### config.mk
export PLATFORM = sky130hd
export DESIGN_NAME = dibu_top
export DESIGN_NICKNAME = d
export VERILOG_FILES = /design/src/verilog/dibu_pkg.sv /design/src/verilog/dibu_serial.sv /design/src/verilog/dibu_match.sv /design/src/verilog/dibu_top.sv
export VERILOG_INCLUDE_DIRS = /design/src /design/src/verilog
export SDC_FILE = /design/constraint.sdc
export NUM_CORES = 1
export LEC_CHECK = 0
export BUFFER_PORTS_ARGS = -buffer_cell sky130_fd_sc_hd__buf_2
export CAP_MARGIN = 20
export CORE_MARGIN = 5
export CORE_UTILIZATION = 30
export DETAILED_ROUTE_END_ITERATION = 8
export HOLD_SLACK_MARGIN = 0.02
export PLACE_DENSITY_LB_ADDON = 0.08
export SLEW_MARGIN = 20
export SYNTH_ARGS = -nofsm -noshare
export SYNTH_HDL_FRONTEND = slang
export SYNTH_SLANG_ARGS = --single-unit
export TNS_END_PERCENT = 10
### constraint.sdc
create_clock -name ref_clk -period 30.3 [get_ports ref_clk]
set_clock_uncertainty 0.2 [all_clocks]
set_input_delay 9.09 -clock ref_clk [delete_from_list [all_inputs] [get_ports ref_clk]]
set_output_delay 9.09 -clock ref_clk [all_outputs]
set_load 0.005 [all_outputs]
### src/verilog/dibu_defs.svh
`ifndef DIBU_DEFS_SVH
`define DIBU_DEFS_SVH
// Debug register codes
`define DIBU_R_CFG_STAT    5'h00
`define DIBU_R_BGND_ATTR   5'h05
`define DIBU_R_ATTR0       5'h06
`define DIBU_R_TRIG_DEF    5'h07
`define DIBU_R_PC_BP0      5'h08
`define DIBU_R_PC_MASK     5'h09
`define DIBU_R_ADDR_HI0    5'h0C
`define DIBU_R_ADDR_LO0    5'h0D
`define DIBU_R_DATA_BP0    5'h0E
`define DIBU_R_DATA_MASK0  5'h0F
`define DIBU_R_ATTR1       5'h16
`define DIBU_R_XTRIG_DEF   5'h17
`define DIBU_R_PC_BP1      5'h18
`define DIBU_R_PC_BP2      5'h1A
`define DIBU_R_PC_BP3      5'h1B
`define DIBU_R_ADDR_HI1    5'h1C
`define DIBU_R_ADDR_LO1    5'h1D
`define DIBU_R_DATA_BP1    5'h1E
`define DIBU_R_DATA_MASK1  5'h1F
`define DIBU_RST_ZERO      32'h0000_0000
`define DIBU_RST_ATTR      32'h0000_0005
// Field positions
`define DIBU_RESP_HI       31
`define DIBU_RESP_LO       30
`define DIBU_MAP_BIT       4
`define DIBU_EN_ADDR_BIT   2
`define DIBU_EN_DATA_BIT   3
`define DIBU_FRAME_EMU_BIT 17
// Status, vectors, timing
`define DIBU_STAT_DBG      4'hD
`define DIBU_STAT_L1_HIT   4'h4
`define DIBU_STAT_NONE     4'h0
`define DIBU_ENTRY_CYC     3'h3
`define DIBU_VEC_PC_BP     12'h034
`define DIBU_VEC_OTHER_BP  12'h030
`define DIBU_VEC_AUTO      12'h060
`define DIBU_LVL_NMI       3'h7
// Serial command set
`define DIBU_CMD_WRITE     11'h164
`define DIBU_RESP_DONE     17'h0FFFF
`define DIBU_RESP_BUSY     17'h00000
`define DIBU_RESP_ILLEGAL  17'h1FFFF
`define DIBU_PKT_LAST      5'h10
`endif

### src/verilog/dibu_pkg.sv
package dibu_pkg;
   typedef enum logic [1:0] {
      DIBU_RSP_TRACE, DIBU_RSP_HALT, DIBU_RSP_IRQ, DIBU_RSP_RSVD
   } dibu_resp_e;
   typedef enum logic [1:0] {DIBU_SER_CMD, DIBU_SER_HI, DIBU_SER_LO} dibu_ser_e;
   typedef enum logic {DIBU_EX_RUN, DIBU_EX_ENTRY} dibu_ex_e;
   typedef struct packed {
      logic [31:0]       cfg_stat;
      logic [31:0]       bgnd_attr;
      logic [31:0]       trig_def;
      logic [31:0]       xtrig_def;
      logic [1:0][31:0]  attr;
      logic [3:0][31:0]  pc_bp;
      logic [31:0]       pc_mask;
      logic [1:0][31:0]  addr_hi;
      logic [1:0][31:0]  addr_lo;
      logic [1:0][31:0]  data_bp;
      logic [1:0][31:0]  data_mask;
   } dibu_bank_s;
   typedef struct packed {
      logic [31:0] pc;
      logic        pc_valid;
      logic [31:0] addr;
      logic [31:0] data;
      logic        op_valid;
   } dibu_bus_s;
   typedef struct packed {
      logic        clk_m, clk_s, clk_p, din_m, din_s;
      logic [4:0]  cnt;
      logic [16:0] rx, tx;
      logic        sdo, rx_valid, load;
   } dibu_ser_s;
   typedef struct packed {
      logic pc_hit, op_hit;
   } dibu_match_s;
endpackage

### src/verilog/dibu_serial.sv
`timescale 1ns/1ps
`include "dibu_defs.svh"
module dibu_serial import dibu_pkg::*; (
   input  logic        ref_clk,
   input  logic        sys_rst,
   input  logic        serial_clk,
   input  logic        serial_in,
   input  logic [16:0] resp,
   output logic        rx_valid,
   output logic [16:0] rx_word,
   output logic        serial_out
);
   dibu_ser_s r_reg, r_next;
   always_comb begin
      r_next = r_reg;
      r_next.clk_m = serial_clk;
      r_next.clk_s = r_reg.clk_m;
      r_next.clk_p = r_reg.clk_s;
      r_next.din_m = serial_in;
      r_next.din_s = r_reg.din_m;
      r_next.rx_valid = 1'b0;
      r_next.load = r_reg.rx_valid;
      if (r_reg.load) begin
         r_next.tx = resp;
         r_next.sdo = resp[16];
      end else if (r_reg.clk_s && !r_reg.clk_p) begin
         r_next.rx = {r_reg.rx[15:0], r_reg.din_s};
         r_next.tx = {r_reg.tx[15:0], 1'b0};
         r_next.sdo = r_reg.tx[15];
         if (r_reg.cnt == `DIBU_PKT_LAST) begin
            r_next.cnt = 5'h00;
            r_next.rx_valid = 1'b1;
         end else begin
            r_next.cnt = r_reg.cnt + 5'h01;
         end
      end
   end
   always_ff @(posedge ref_clk or posedge sys_rst) begin
      if (sys_rst) begin
         r_reg <= '0;
      end else begin
         r_reg <= r_next;
      end
   end
   assign rx_valid = r_reg.rx_valid;
   assign rx_word = r_reg.rx;
   assign serial_out = r_reg.sdo;
endmodule

### src/verilog/dibu_match.sv
`timescale 1ns/1ps
`include "dibu_defs.svh"
module dibu_match import dibu_pkg::*; (
   input  logic       ref_clk,
   input  logic       sys_rst,
   input  dibu_bank_s bank,
   input  dibu_bus_s  bus,
   output logic       pc_hit,
   output logic       op_hit
);
   dibu_match_s m_reg, m_next;
   logic [3:0]  pc_vec;
   logic [1:0]  op_vec;
   logic [31:0] en_word [2];
   assign en_word[0] = bank.trig_def;
   assign en_word[1] = bank.xtrig_def;
   genvar i;
   generate
      for (i = 0; i < 4; i++) begin : g_pc
         logic [31:0] msk;
         assign msk = (i == 0) ? bank.pc_mask : 32'h0000_0000;
         // Set mask bits are don't-care; bit 0 is the valid bit
         assign pc_vec[i] = bus.pc_valid && bank.pc_bp[i][0] &&
            (((bus.pc ^ bank.pc_bp[i]) & ~msk) >> 1) == 32'h0;
      end
      for (i = 0; i < 2; i++) begin : g_op
         logic a_ok, d_ok;
         assign a_ok = !en_word[i][`DIBU_EN_ADDR_BIT] ||
            (bus.addr >= bank.addr_lo[i] && bus.addr <= bank.addr_hi[i]);
         assign d_ok = !en_word[i][`DIBU_EN_DATA_BIT] ||
            ((bus.data ^ bank.data_bp[i]) & ~bank.data_mask[i]) == 32'h0;
         assign op_vec[i] = bus.op_valid && a_ok && d_ok &&
            (en_word[i][`DIBU_EN_ADDR_BIT] || en_word[i][`DIBU_EN_DATA_BIT]);
      end
   endgenerate
   always_comb begin
      m_next.pc_hit = |pc_vec;
      m_next.op_hit = |op_vec;
   end
   always_ff @(posedge ref_clk or posedge sys_rst) begin
      if (sys_rst) begin
         m_reg <= '0;
      end else begin
         m_reg <= m_next;
      end
   end
   assign pc_hit = m_reg.pc_hit;
   assign op_hit = m_reg.op_hit;
endmodule

### src/verilog/dibu_top.sv
// Operation
// - Trigger response: trace only, halt, interrupt.
// - Trigger state always shown on trace bus.
// - Debug interrupt outranks all normal interrupts.
// - Optional separate address space in debug routine.
// - Hidden emulator bit; interrupt mask left alone.
// - Debug entry drives status 0xD, sets emulator.
// - Normal interrupts sampled once per instruction.
// - Non-debug exception saves, then clears emulator bit.
// - Saved bit goes to frame bit 17.
// - Return with bit set re-enters emulator, 0xD.
// - Four 32-bit program counter breakpoints.
// - Second data breakpoint, mask, address bounds.
// - Set mask bits are don't-care; pc mask covers breakpoint 0 only.
// - Register write replaces all 32 bits.
// - Writes from serial channel or supervisor instruction.
// - Register code selects target, reserved codes listed.
// - Return 0x0FFFF once register write completes.
// - Program counter matches ORed into one trigger.
// - Vector 0x034 for pc, else 0x030.
`timescale 1ns/1ps
`include "dibu_defs.svh"
module dibu_top import dibu_pkg::*; (
   input  logic        ref_clk,
   input  logic        sys_rst,
   input  logic        debug_serial_clock,
   input  logic        dbg_serial_in,
   output logic        dbg_serial_out,
   input  logic        cpu_wr_valid,
   input  logic        cpu_wr_supervisor,
   input  logic [4:0]  cpu_wr_code,
   input  logic [31:0] cpu_wr_data,
   input  dibu_bus_s   core_bus,
   input  logic [3:0]  core_status,
   input  logic [2:0]  core_ipl,
   input  logic [2:0]  core_imask,
   input  logic        instr_done,
   input  logic        exc_ack,
   input  logic        exception_return,
   input  logic [31:0] return_fs_word,
   input  logic        halt_resume,
   output logic [3:0]  processor_status_code,
   output logic [7:0]  trace_status_data_bus,
   output logic        dbg_halt,
   output logic        exc_req,
   output logic [11:0] exc_vec_off,
   output logic [31:0] frame_fs_word,
   output logic        emu_mode,
   output logic        emu_space_sel
);

   typedef struct packed {
      dibu_bank_s  bank;
      dibu_ser_e   ser;
      logic [4:0]  code;
      logic [15:0] op_hi;
      logic [16:0] resp;
      logic        emu;
      logic        dbg_pend;
      logic        dbg_pc;
      logic        irq_pend;
      logic [2:0]  irq_lvl;
      dibu_ex_e    ex;
      logic [2:0]  cnt;
      logic        exc_req;
      logic        exc_dbg;
      logic [11:0] exc_vec;
      logic [31:0] frame;
      logic        halt;
      logic [3:0]  stat;
      logic [7:0]  trace;
      logic        space;
   } dibu_top_s;

   dibu_top_s  s_reg;
   dibu_top_s  s_next;
   logic       ser_valid;
   logic [16:0] ser_word;
   logic       pc_hit;
   logic       op_hit;
   logic       ser_wr;
   logic       cpu_wr;
   logic       wr_en;
   logic [4:0] wr_code;
   logic [31:0] wr_data;
   logic       trig;
   dibu_resp_e resp_kind;
   logic       irq_set;

   dibu_serial u_serial (
      .ref_clk    (ref_clk),
      .sys_rst    (sys_rst),
      .serial_clk (debug_serial_clock),
      .serial_in  (dbg_serial_in),
      .resp       (s_reg.resp),
      .rx_valid   (ser_valid),
      .rx_word    (ser_word),
      .serial_out (dbg_serial_out)
   );

   dibu_match u_match (
      .ref_clk (ref_clk),
      .sys_rst (sys_rst),
      .bank    (s_reg.bank),
      .bus     (core_bus),
      .pc_hit  (pc_hit),
      .op_hit  (op_hit)
   );

   // Write source select; serial wins a same-cycle clash
   assign ser_wr = ser_valid && (s_reg.ser == DIBU_SER_LO);
   assign cpu_wr = cpu_wr_valid && cpu_wr_supervisor && !ser_wr;
   assign wr_en = ser_wr || cpu_wr;
   assign wr_code = ser_wr ? s_reg.code : cpu_wr_code;
   assign wr_data = ser_wr ? {s_reg.op_hi, ser_word[15:0]} : cpu_wr_data;

   assign resp_kind =
      dibu_resp_e'(s_reg.bank.trig_def[`DIBU_RESP_HI:`DIBU_RESP_LO]);
   assign trig = pc_hit || op_hit;
   assign irq_set = instr_done && (core_ipl != 3'h0) &&
      ((core_ipl > core_imask) || (core_ipl == `DIBU_LVL_NMI));

   always_comb begin
      s_next = s_reg;

      // Serial command decoder: command, high word, low word
      if (ser_valid) begin
         unique case (s_reg.ser)
            DIBU_SER_CMD: begin
               if (!ser_word[16] && ser_word[15:5] == `DIBU_CMD_WRITE) begin
                  s_next.code = ser_word[4:0];
                  s_next.ser = DIBU_SER_HI;
                  s_next.resp = `DIBU_RESP_BUSY;
               end else begin
                  s_next.resp = `DIBU_RESP_ILLEGAL;
               end
            end
            DIBU_SER_HI: begin
               s_next.op_hi = ser_word[15:0];
               s_next.ser = DIBU_SER_LO;
               s_next.resp = `DIBU_RESP_BUSY;
            end
            DIBU_SER_LO: begin
               s_next.ser = DIBU_SER_CMD;
               s_next.resp = `DIBU_RESP_DONE;
            end
            default: begin
               s_next.ser = DIBU_SER_CMD;
            end
         endcase
      end

      // Register bank write, whole longword
      if (wr_en) begin
         case (wr_code)
            `DIBU_R_CFG_STAT:   s_next.bank.cfg_stat = wr_data;
            `DIBU_R_BGND_ATTR:  s_next.bank.bgnd_attr = wr_data;
            `DIBU_R_ATTR0:      s_next.bank.attr[0] = wr_data;
            `DIBU_R_TRIG_DEF:   s_next.bank.trig_def = wr_data;
            `DIBU_R_PC_BP0:     s_next.bank.pc_bp[0] = wr_data;
            `DIBU_R_PC_MASK:    s_next.bank.pc_mask = wr_data;
            `DIBU_R_ADDR_HI0:   s_next.bank.addr_hi[0] = wr_data;
            `DIBU_R_ADDR_LO0:   s_next.bank.addr_lo[0] = wr_data;
            `DIBU_R_DATA_BP0:   s_next.bank.data_bp[0] = wr_data;
            `DIBU_R_DATA_MASK0: s_next.bank.data_mask[0] = wr_data;
            `DIBU_R_ATTR1:      s_next.bank.attr[1] = wr_data;
            `DIBU_R_XTRIG_DEF:  s_next.bank.xtrig_def = wr_data;
            `DIBU_R_PC_BP1:     s_next.bank.pc_bp[1] = wr_data;
            `DIBU_R_PC_BP2:     s_next.bank.pc_bp[2] = wr_data;
            `DIBU_R_PC_BP3:     s_next.bank.pc_bp[3] = wr_data;
            `DIBU_R_ADDR_HI1:   s_next.bank.addr_hi[1] = wr_data;
            `DIBU_R_ADDR_LO1:   s_next.bank.addr_lo[1] = wr_data;
            `DIBU_R_DATA_BP1:   s_next.bank.data_bp[1] = wr_data;
            `DIBU_R_DATA_MASK1: s_next.bank.data_mask[1] = wr_data;
            default: begin
               // Reserved code: write dropped
               s_next.bank = s_reg.bank;
            end
         endcase
      end

      // Exception handshake with the core
      if (exc_ack && s_reg.exc_req) begin
         s_next.exc_req = 1'b0;
         if (s_reg.exc_dbg) begin
            // Mask level is untouched on debug entry
            s_next.emu = 1'b1;
            s_next.ex = DIBU_EX_ENTRY;
            s_next.cnt = `DIBU_ENTRY_CYC;
            s_next.dbg_pend = 1'b0;
         end else begin
            // Old emulator bit into frame, then leave emulator mode
            s_next.frame = 32'h0000_0000;
            s_next.frame[`DIBU_FRAME_EMU_BIT] = s_reg.emu;
            s_next.emu = 1'b0;
            s_next.irq_pend = 1'b0;
         end
      end else if (!s_reg.exc_req && s_reg.ex == DIBU_EX_RUN) begin
         if (s_reg.dbg_pend) begin
            s_next.exc_req = 1'b1;
            s_next.exc_dbg = 1'b1;
            s_next.exc_vec = s_reg.dbg_pc ? `DIBU_VEC_PC_BP
                                          : `DIBU_VEC_OTHER_BP;
         end else if (s_reg.irq_pend) begin
            s_next.exc_req = 1'b1;
            s_next.exc_dbg = 1'b0;
            s_next.exc_vec = `DIBU_VEC_AUTO + {7'h00, s_reg.irq_lvl, 2'b00};
         end
      end

      // Exception return with frame bit 17 set enters emulator mode; a clear bit leaves it as is
      if (exception_return && return_fs_word[`DIBU_FRAME_EMU_BIT]) begin
         s_next.emu = 1'b1;
         s_next.ex = DIBU_EX_ENTRY;
         s_next.cnt = `DIBU_ENTRY_CYC;
      end

      // Status 0xD held for the entry cycles
      if (s_reg.ex == DIBU_EX_ENTRY) begin
         if (s_reg.cnt == 3'h1) begin
            s_next.ex = DIBU_EX_RUN;
            s_next.cnt = 3'h0;
         end else begin
            s_next.cnt = s_reg.cnt - 3'h1;
         end
         if (exception_return && return_fs_word[`DIBU_FRAME_EMU_BIT]) begin
            s_next.ex = DIBU_EX_ENTRY;
            s_next.cnt = `DIBU_ENTRY_CYC;
         end
      end

      // Set wins over clear for pending events
      if (irq_set) begin
         s_next.irq_pend = 1'b1;
         s_next.irq_lvl = core_ipl;
      end
      if (trig && resp_kind == DIBU_RSP_IRQ) begin
         s_next.dbg_pend = 1'b1;
         s_next.dbg_pc = pc_hit;
      end
      if (halt_resume) begin
         s_next.halt = 1'b0;
      end
      if (trig && resp_kind == DIBU_RSP_HALT) begin
         s_next.halt = 1'b1;
      end

      // Trace: marker plus state nibble on every trigger
      if (s_next.ex == DIBU_EX_ENTRY || trig) begin
         s_next.stat = `DIBU_STAT_DBG;
      end else begin
         s_next.stat = core_status;
      end
      s_next.trace = {s_next.stat,
                      trig ? `DIBU_STAT_L1_HIT : `DIBU_STAT_NONE};
      s_next.space = s_next.emu &&
                     s_reg.bank.cfg_stat[`DIBU_MAP_BIT];
   end

   always_ff @(posedge ref_clk or posedge sys_rst) begin
      if (sys_rst) begin
         s_reg <= '0;
         s_reg.bank.cfg_stat <= `DIBU_RST_ZERO;
         s_reg.bank.bgnd_attr <= `DIBU_RST_ATTR;
         s_reg.bank.attr[0] <= `DIBU_RST_ATTR;
         s_reg.bank.attr[1] <= `DIBU_RST_ATTR;
         s_reg.bank.trig_def <= `DIBU_RST_ZERO;
         s_reg.bank.xtrig_def <= `DIBU_RST_ZERO;
         s_reg.ser <= DIBU_SER_CMD;
         s_reg.ex <= DIBU_EX_RUN;
      end else begin
         s_reg <= s_next;
      end
   end

   assign processor_status_code = s_reg.stat;
   assign trace_status_data_bus = s_reg.trace;
   assign dbg_halt = s_reg.halt;
   assign exc_req = s_reg.exc_req;
   assign exc_vec_off = s_reg.exc_vec;
   assign frame_fs_word = s_reg.frame;
   assign emu_mode = s_reg.emu;
   assign emu_space_sel = s_reg.space;

endmodule

After elaboration in Yosys (flattened, before gate mapping)
Index checks and enable logic that the tools add are counted.
- $add $sub $neg: 3
- order comparisons: 5
- equal/unequal tests: 25
- muxes and demuxes: 35
- bitwise gates (word level): 16
- reductions and logical operators: 96
- operators with widths (operator ; number):
    $logic_not A32 Y1 ; 6
    $xor A32 B32 Y32 ; 6
    $and A32 B32 Y32 ; 3
    $not A32 Y32 ; 3
    $ge A32 B32 Y1 ; 2
    $le A32 B32 Y1 ; 2
    $pmux W17 S3 ; 1
    $reduce_and A2 Y1 ; 25
    $eq A5 B5 Y1 const B ; 9
    $mux W14 ; 3
    $mux W17 ; 2
    $mux W32 ; 1
    $eq A5 B4 Y1 const B ; 6
    $logic_and A1 B1 Y1 ; 29
    $mux W4 ; 7
    $mux W18 ; 1
    $reduce_bool A3 Y1 ; 5
    $reduce_bool A2 Y1 ; 7
    $eq A11 B9 Y1 const B ; 1
    $mux W1 ; 11
    $logic_or A1 B1 Y1 ; 10
    $mux W5 ; 2
    $mux W3 ; 3
    $add A7 B5 Y8 const A ; 1
    other kinds (20) ; 34
- bits in registers: 585
- bits of input ports: 187
- output and inout bits: 61
- logic and storage cells: 228

Depth between registers and ports, before layout
- depth after elaboration: 8
- gate-level depth with buffers: 13

By module
Synthesis repeated with hierarchy kept, for this count alone.
- cells, all modules: 2620
- area total of the unflattened synthesis: 33535.9 um2
- by module, submodules not included (module ; instances ; cells each ; area an instance (um2)):
    dibu_top ; 1 ; 1704 ; 25909.8
    dibu_match ; 1 ; 752 ; 5584.1
    dibu_serial ; 1 ; 164 ; 2042.0

Worst setup path before layout
No wires, ideal clock.
- kind: in2reg
- start: input port core_bus[46] (netlist name)
- end: register u_match.m_reg (netlist bit u_match.op_hit)
- library setup time: 0.135 ns
- arrival: 10.467 ns
- data required time: 29.965 ns
- path slack: 19.497 ns
- stages: 8
- buffers on the path: 0
- cell sequence: ha_1 > a211oi_1 > nor2_1 > a2111oi_0 > o221ai_1 > a21o_1 > nand3_1 > o22ai_1
- RTL lines (item ; line ; source):
    from (decl) ; dibu_top.sv:33 ; input dibu_bus_s core_bus,
    to (signal assigned) ; dibu_match.sv:44 ; m_reg <= m_next;
    to (decl) ; dibu_match.sv:11 ; dibu_match_s m_reg, m_next;

==> results.md <==
| Item | Reported |
|---|---|
| Highest Clock Rate | 84.8 MHz |
| TritonCTS Buffers | 66 |
| Number of distinct library cells after synthesis | 65 |
| TritonCTS clock tree | done |
| Run status | finished, final reports clean |
| Die width | 302 um |
| Crit path launch type | input port |
| Vias after detailed routing | 18,000 |
| Grt total ovfl | 0 |
| Number of flops mapped to enable cells by yosys | 0 |
| Number of antenna violations at the first check in global routing | 16 |
| Highest-count cells in the layout ignoring fill and taps | 521 x sky130_fd_sc_hd__dfrtp_1, 464 x sky130_fd_sc_hd__nand2_1, 366 x sky130_fd_sc_hd__o21ai_0 |
| RSZ-0062 raised after global routing | false |
| Most frequent standard cell in the layout excluding fill and tap cells | sky130_fd_sc_hd__dfrtp_1 |
| Maximum number of pins on one net before global-route repair | 165 |
| Number of flip-flops in the largest register | 456 |
| Met1 wire length | 37.4 mm |
| Worst slew margin | 27.1% |
| Detailed-route wire length | 78.9 mm |
| DRC violation count after routing | 0 |
| Endpoint type of the worst setup path | asynchronous set/reset pin |
| Post-layout total power | 1.97 mW |
| Clock tree root buffer cell | sky130_fd_sc_hd__clkbuf_16 |
| Family with the most delay on the worst path | buffers and inverters |
| Sink Count | 521 |
| Number of levels the H-tree was split into | 3 |
| Crit share post-route | 38.9% |
| Count of TritonRoute iterations in the first routing pass | 4 |
| Final-report hold violation count | 0 |
| Cell with the largest stage delay on the worst path | sky130_fd_sc_hd__buf_4 |
| Share of cells above drive strength 1 | 15.1% |
| Critical path peak fanout | 164 |
| Iteration-0 DRC Markers | 843 |
| Antenna Violating Nets Remaining | 0 |
| Power density cells | 66.6 mW/mm2 |
| Most used DFF post-synth | sky130_fd_sc_hd__dfrtp_1 |
| Net count of the finished layout | 3,041 |
| Number of buffers inserted to repair setup after CTS | 0 |
| Total standard cell area after synthesis | 0.0255 mm2 |
| IR drop worst, VDD | 0.0352 mV |
| Tightest Pin Transition | 1070 ps |
| Last weighted congestion value of the routability-driven placer | 0.773 |
| Count of final max-slew check failures | 0 |
| Gates resized, CTS repair | 0 |
| Final Util | 34.9% |
| Met3 layer wire length in the routed design | 3.26 mm |
| Count of boundary I/O pins | 248 |
| YS warnings | 0 |
| Synthesized flop and latch total | 521 |
| Wire length on met2 | 36.3 mm |
| Max-cap check violation count | 0 |
| Proportion of synthesized flip-flops having asynchronous set or reset | 100% |
| Max Used Layer | met5 |
| Proportion of synthesized chip area in sequential cells | 51.1% |
| Hold_ws | 146 ps |
| Vias in the first global route | 18,100 |
| Instance count of the mapped netlist | 2,606 |
| Clock insertion delay at the later pin of the skew report | 590 ps |
| Routed WL per cell | 20.2 um |
| Area delta synth->final | 15.9% |
| Data arrival time of the critical path | 12,190 ps |
| Placeable core region | 0.0847 mm2 |
| Most prevalent standard cell on the critical path | sky130_fd_sc_hd__buf_4 |
| Setup violators final | 0 |
| Cells along the critical path | buf_2 > inv_8 > buf_4 > buf_12 > buf_4 |
| Number of rows created at floorplan | 107 |
| Max clock buf depth | 3 |
| Mean post-synth cell area | 9.79 um2 |
| Fill cell count | 8,642 |
| Effective utilization at floorplan | 30.1% |
| Leak | 13.3 nW |
| Required time of the critical path | 30,690 ps |
| Die H | 302 um |
| Setup CP Type | input port to asynchronous set/reset pin |
| Count of buffering cells on the critical path with inverters included | 5 |
| Avg Vias per Cell | 4.61 |
| CP max stage delay | 800 ps |
| Hold-fix buffers at CTS | 0 |
| Total routing resource utilization after global routing | 17.3% |
| Buffers added on ports | 174 |
| First-pass GRT wire length | 118 mm |
| Min Tclk post-route | 11,800 ps |
| Worst hold path class | flip-flop to flip-flop |
| HPWL after detailed placement | 56.6 mm |
| Post-Route Setup TNS | 0 ps |
| Clock transition at the registers of the reported paths | 50 ps |
| Die Outline Area | 0.0909 mm2 |
through the flow:
stage	setup WS (ps)	cell area, um2	cells
6_report	18500	29600	3908
2_1_floorplan	6450	25700	2646
5_1_grt	17850	29600	3904
4_1_cts	18240	29500	3904
3_3_place_gp	17650	27300	3790
3_5_place_dp	17590	27300	3791
kinds of logic after synthesis:
group           share of synthesized area (%)
simple gates                             11.5
compound gates                           14.2
flops                                    51.1
buf+inv                                  6.74
xor+xnor                                 6.49
fa+ha+maj                                6.82
mux                                      3.10
other cells                            0.0147
layout make-up:
type	instances	area, um2	share of cell area, %
flip-flops and latches	521	13000	44.1
diodes	4	10.0	0.0339
well taps	1144	1430	4.84
multi-input cells	1766	11200	37.7
repair buffers	208	1160	3.93
clock inverters	16	145	0.491
clock buffers	97	2040	6.91
inverters	152	578	1.96
power breakdown:
part           switching (mW)  internal, mW
combinational           0.177         0.134
sequential             0.0726         0.795
clock                   0.307         0.483
total                   0.556          1.41
final timing paths:
path	start	to	slack, ps	cells after the start
setup / recovery	sys_rst	s_reg[214]	18500	5
hold / removal	u_serial.r_next[42]	u_serial.r_reg[42]	150	0
setup reg to reg	s_reg[109]	s_reg[203]	26540	11
hold reg to reg	u_serial.r_next[42]	u_serial.r_reg[42]	150	0
max in group ref_clk	core_bus[46]	u_match.op_hit	19150	9
min in group asynchronous	sys_rst	exc_vec_off[4]	8390	2
synth_stat cells, types with 11 or more instances:
library cell                 n  area, um2
sky130_fd_sc_hd__a21oi_1    73        365
sky130_fd_sc_hd__nand3_1    18       90.1
sky130_fd_sc_hd__buf_4      62        465
sky130_fd_sc_hd__mux2i_1    34        340
sky130_fd_sc_hd__nor3_1     11       55.1
sky130_fd_sc_hd__a21o_1     19        143
sky130_fd_sc_hd__nand2_1   464       1740
sky130_fd_sc_hd__xnor2_1   159       1390
sky130_fd_sc_hd__mux2_2     40        450
sky130_fd_sc_hd__dfrtp_1   521      13000
sky130_fd_sc_hd__o22ai_1    41        257
sky130_fd_sc_hd__a31oi_1    16        100
sky130_fd_sc_hd__o21ai_1    62        310
sky130_fd_sc_hd__nand4_1    49        307
sky130_fd_sc_hd__nor2_1     52        195
sky130_fd_sc_hd__clkbuf_1   83        312
sky130_fd_sc_hd__o21ai_0   366       1830
sky130_fd_sc_hd__ha_1      139       1740
sky130_fd_sc_hd__xor2_1     30        263
sky130_fd_sc_hd__buf_2      49        245
sky130_fd_sc_hd__inv_1     152        571
sky130_fd_sc_hd__nor4_1     25        156
per-layer routing:
metal,vias up,track usage (%)
met4,10,4.35
met5,-,0
met3,126,2.99
met2,324,28.0
li1,8950,-
met1,8611,24.3
No activity file was read; power rests on OpenSTA's default activity.
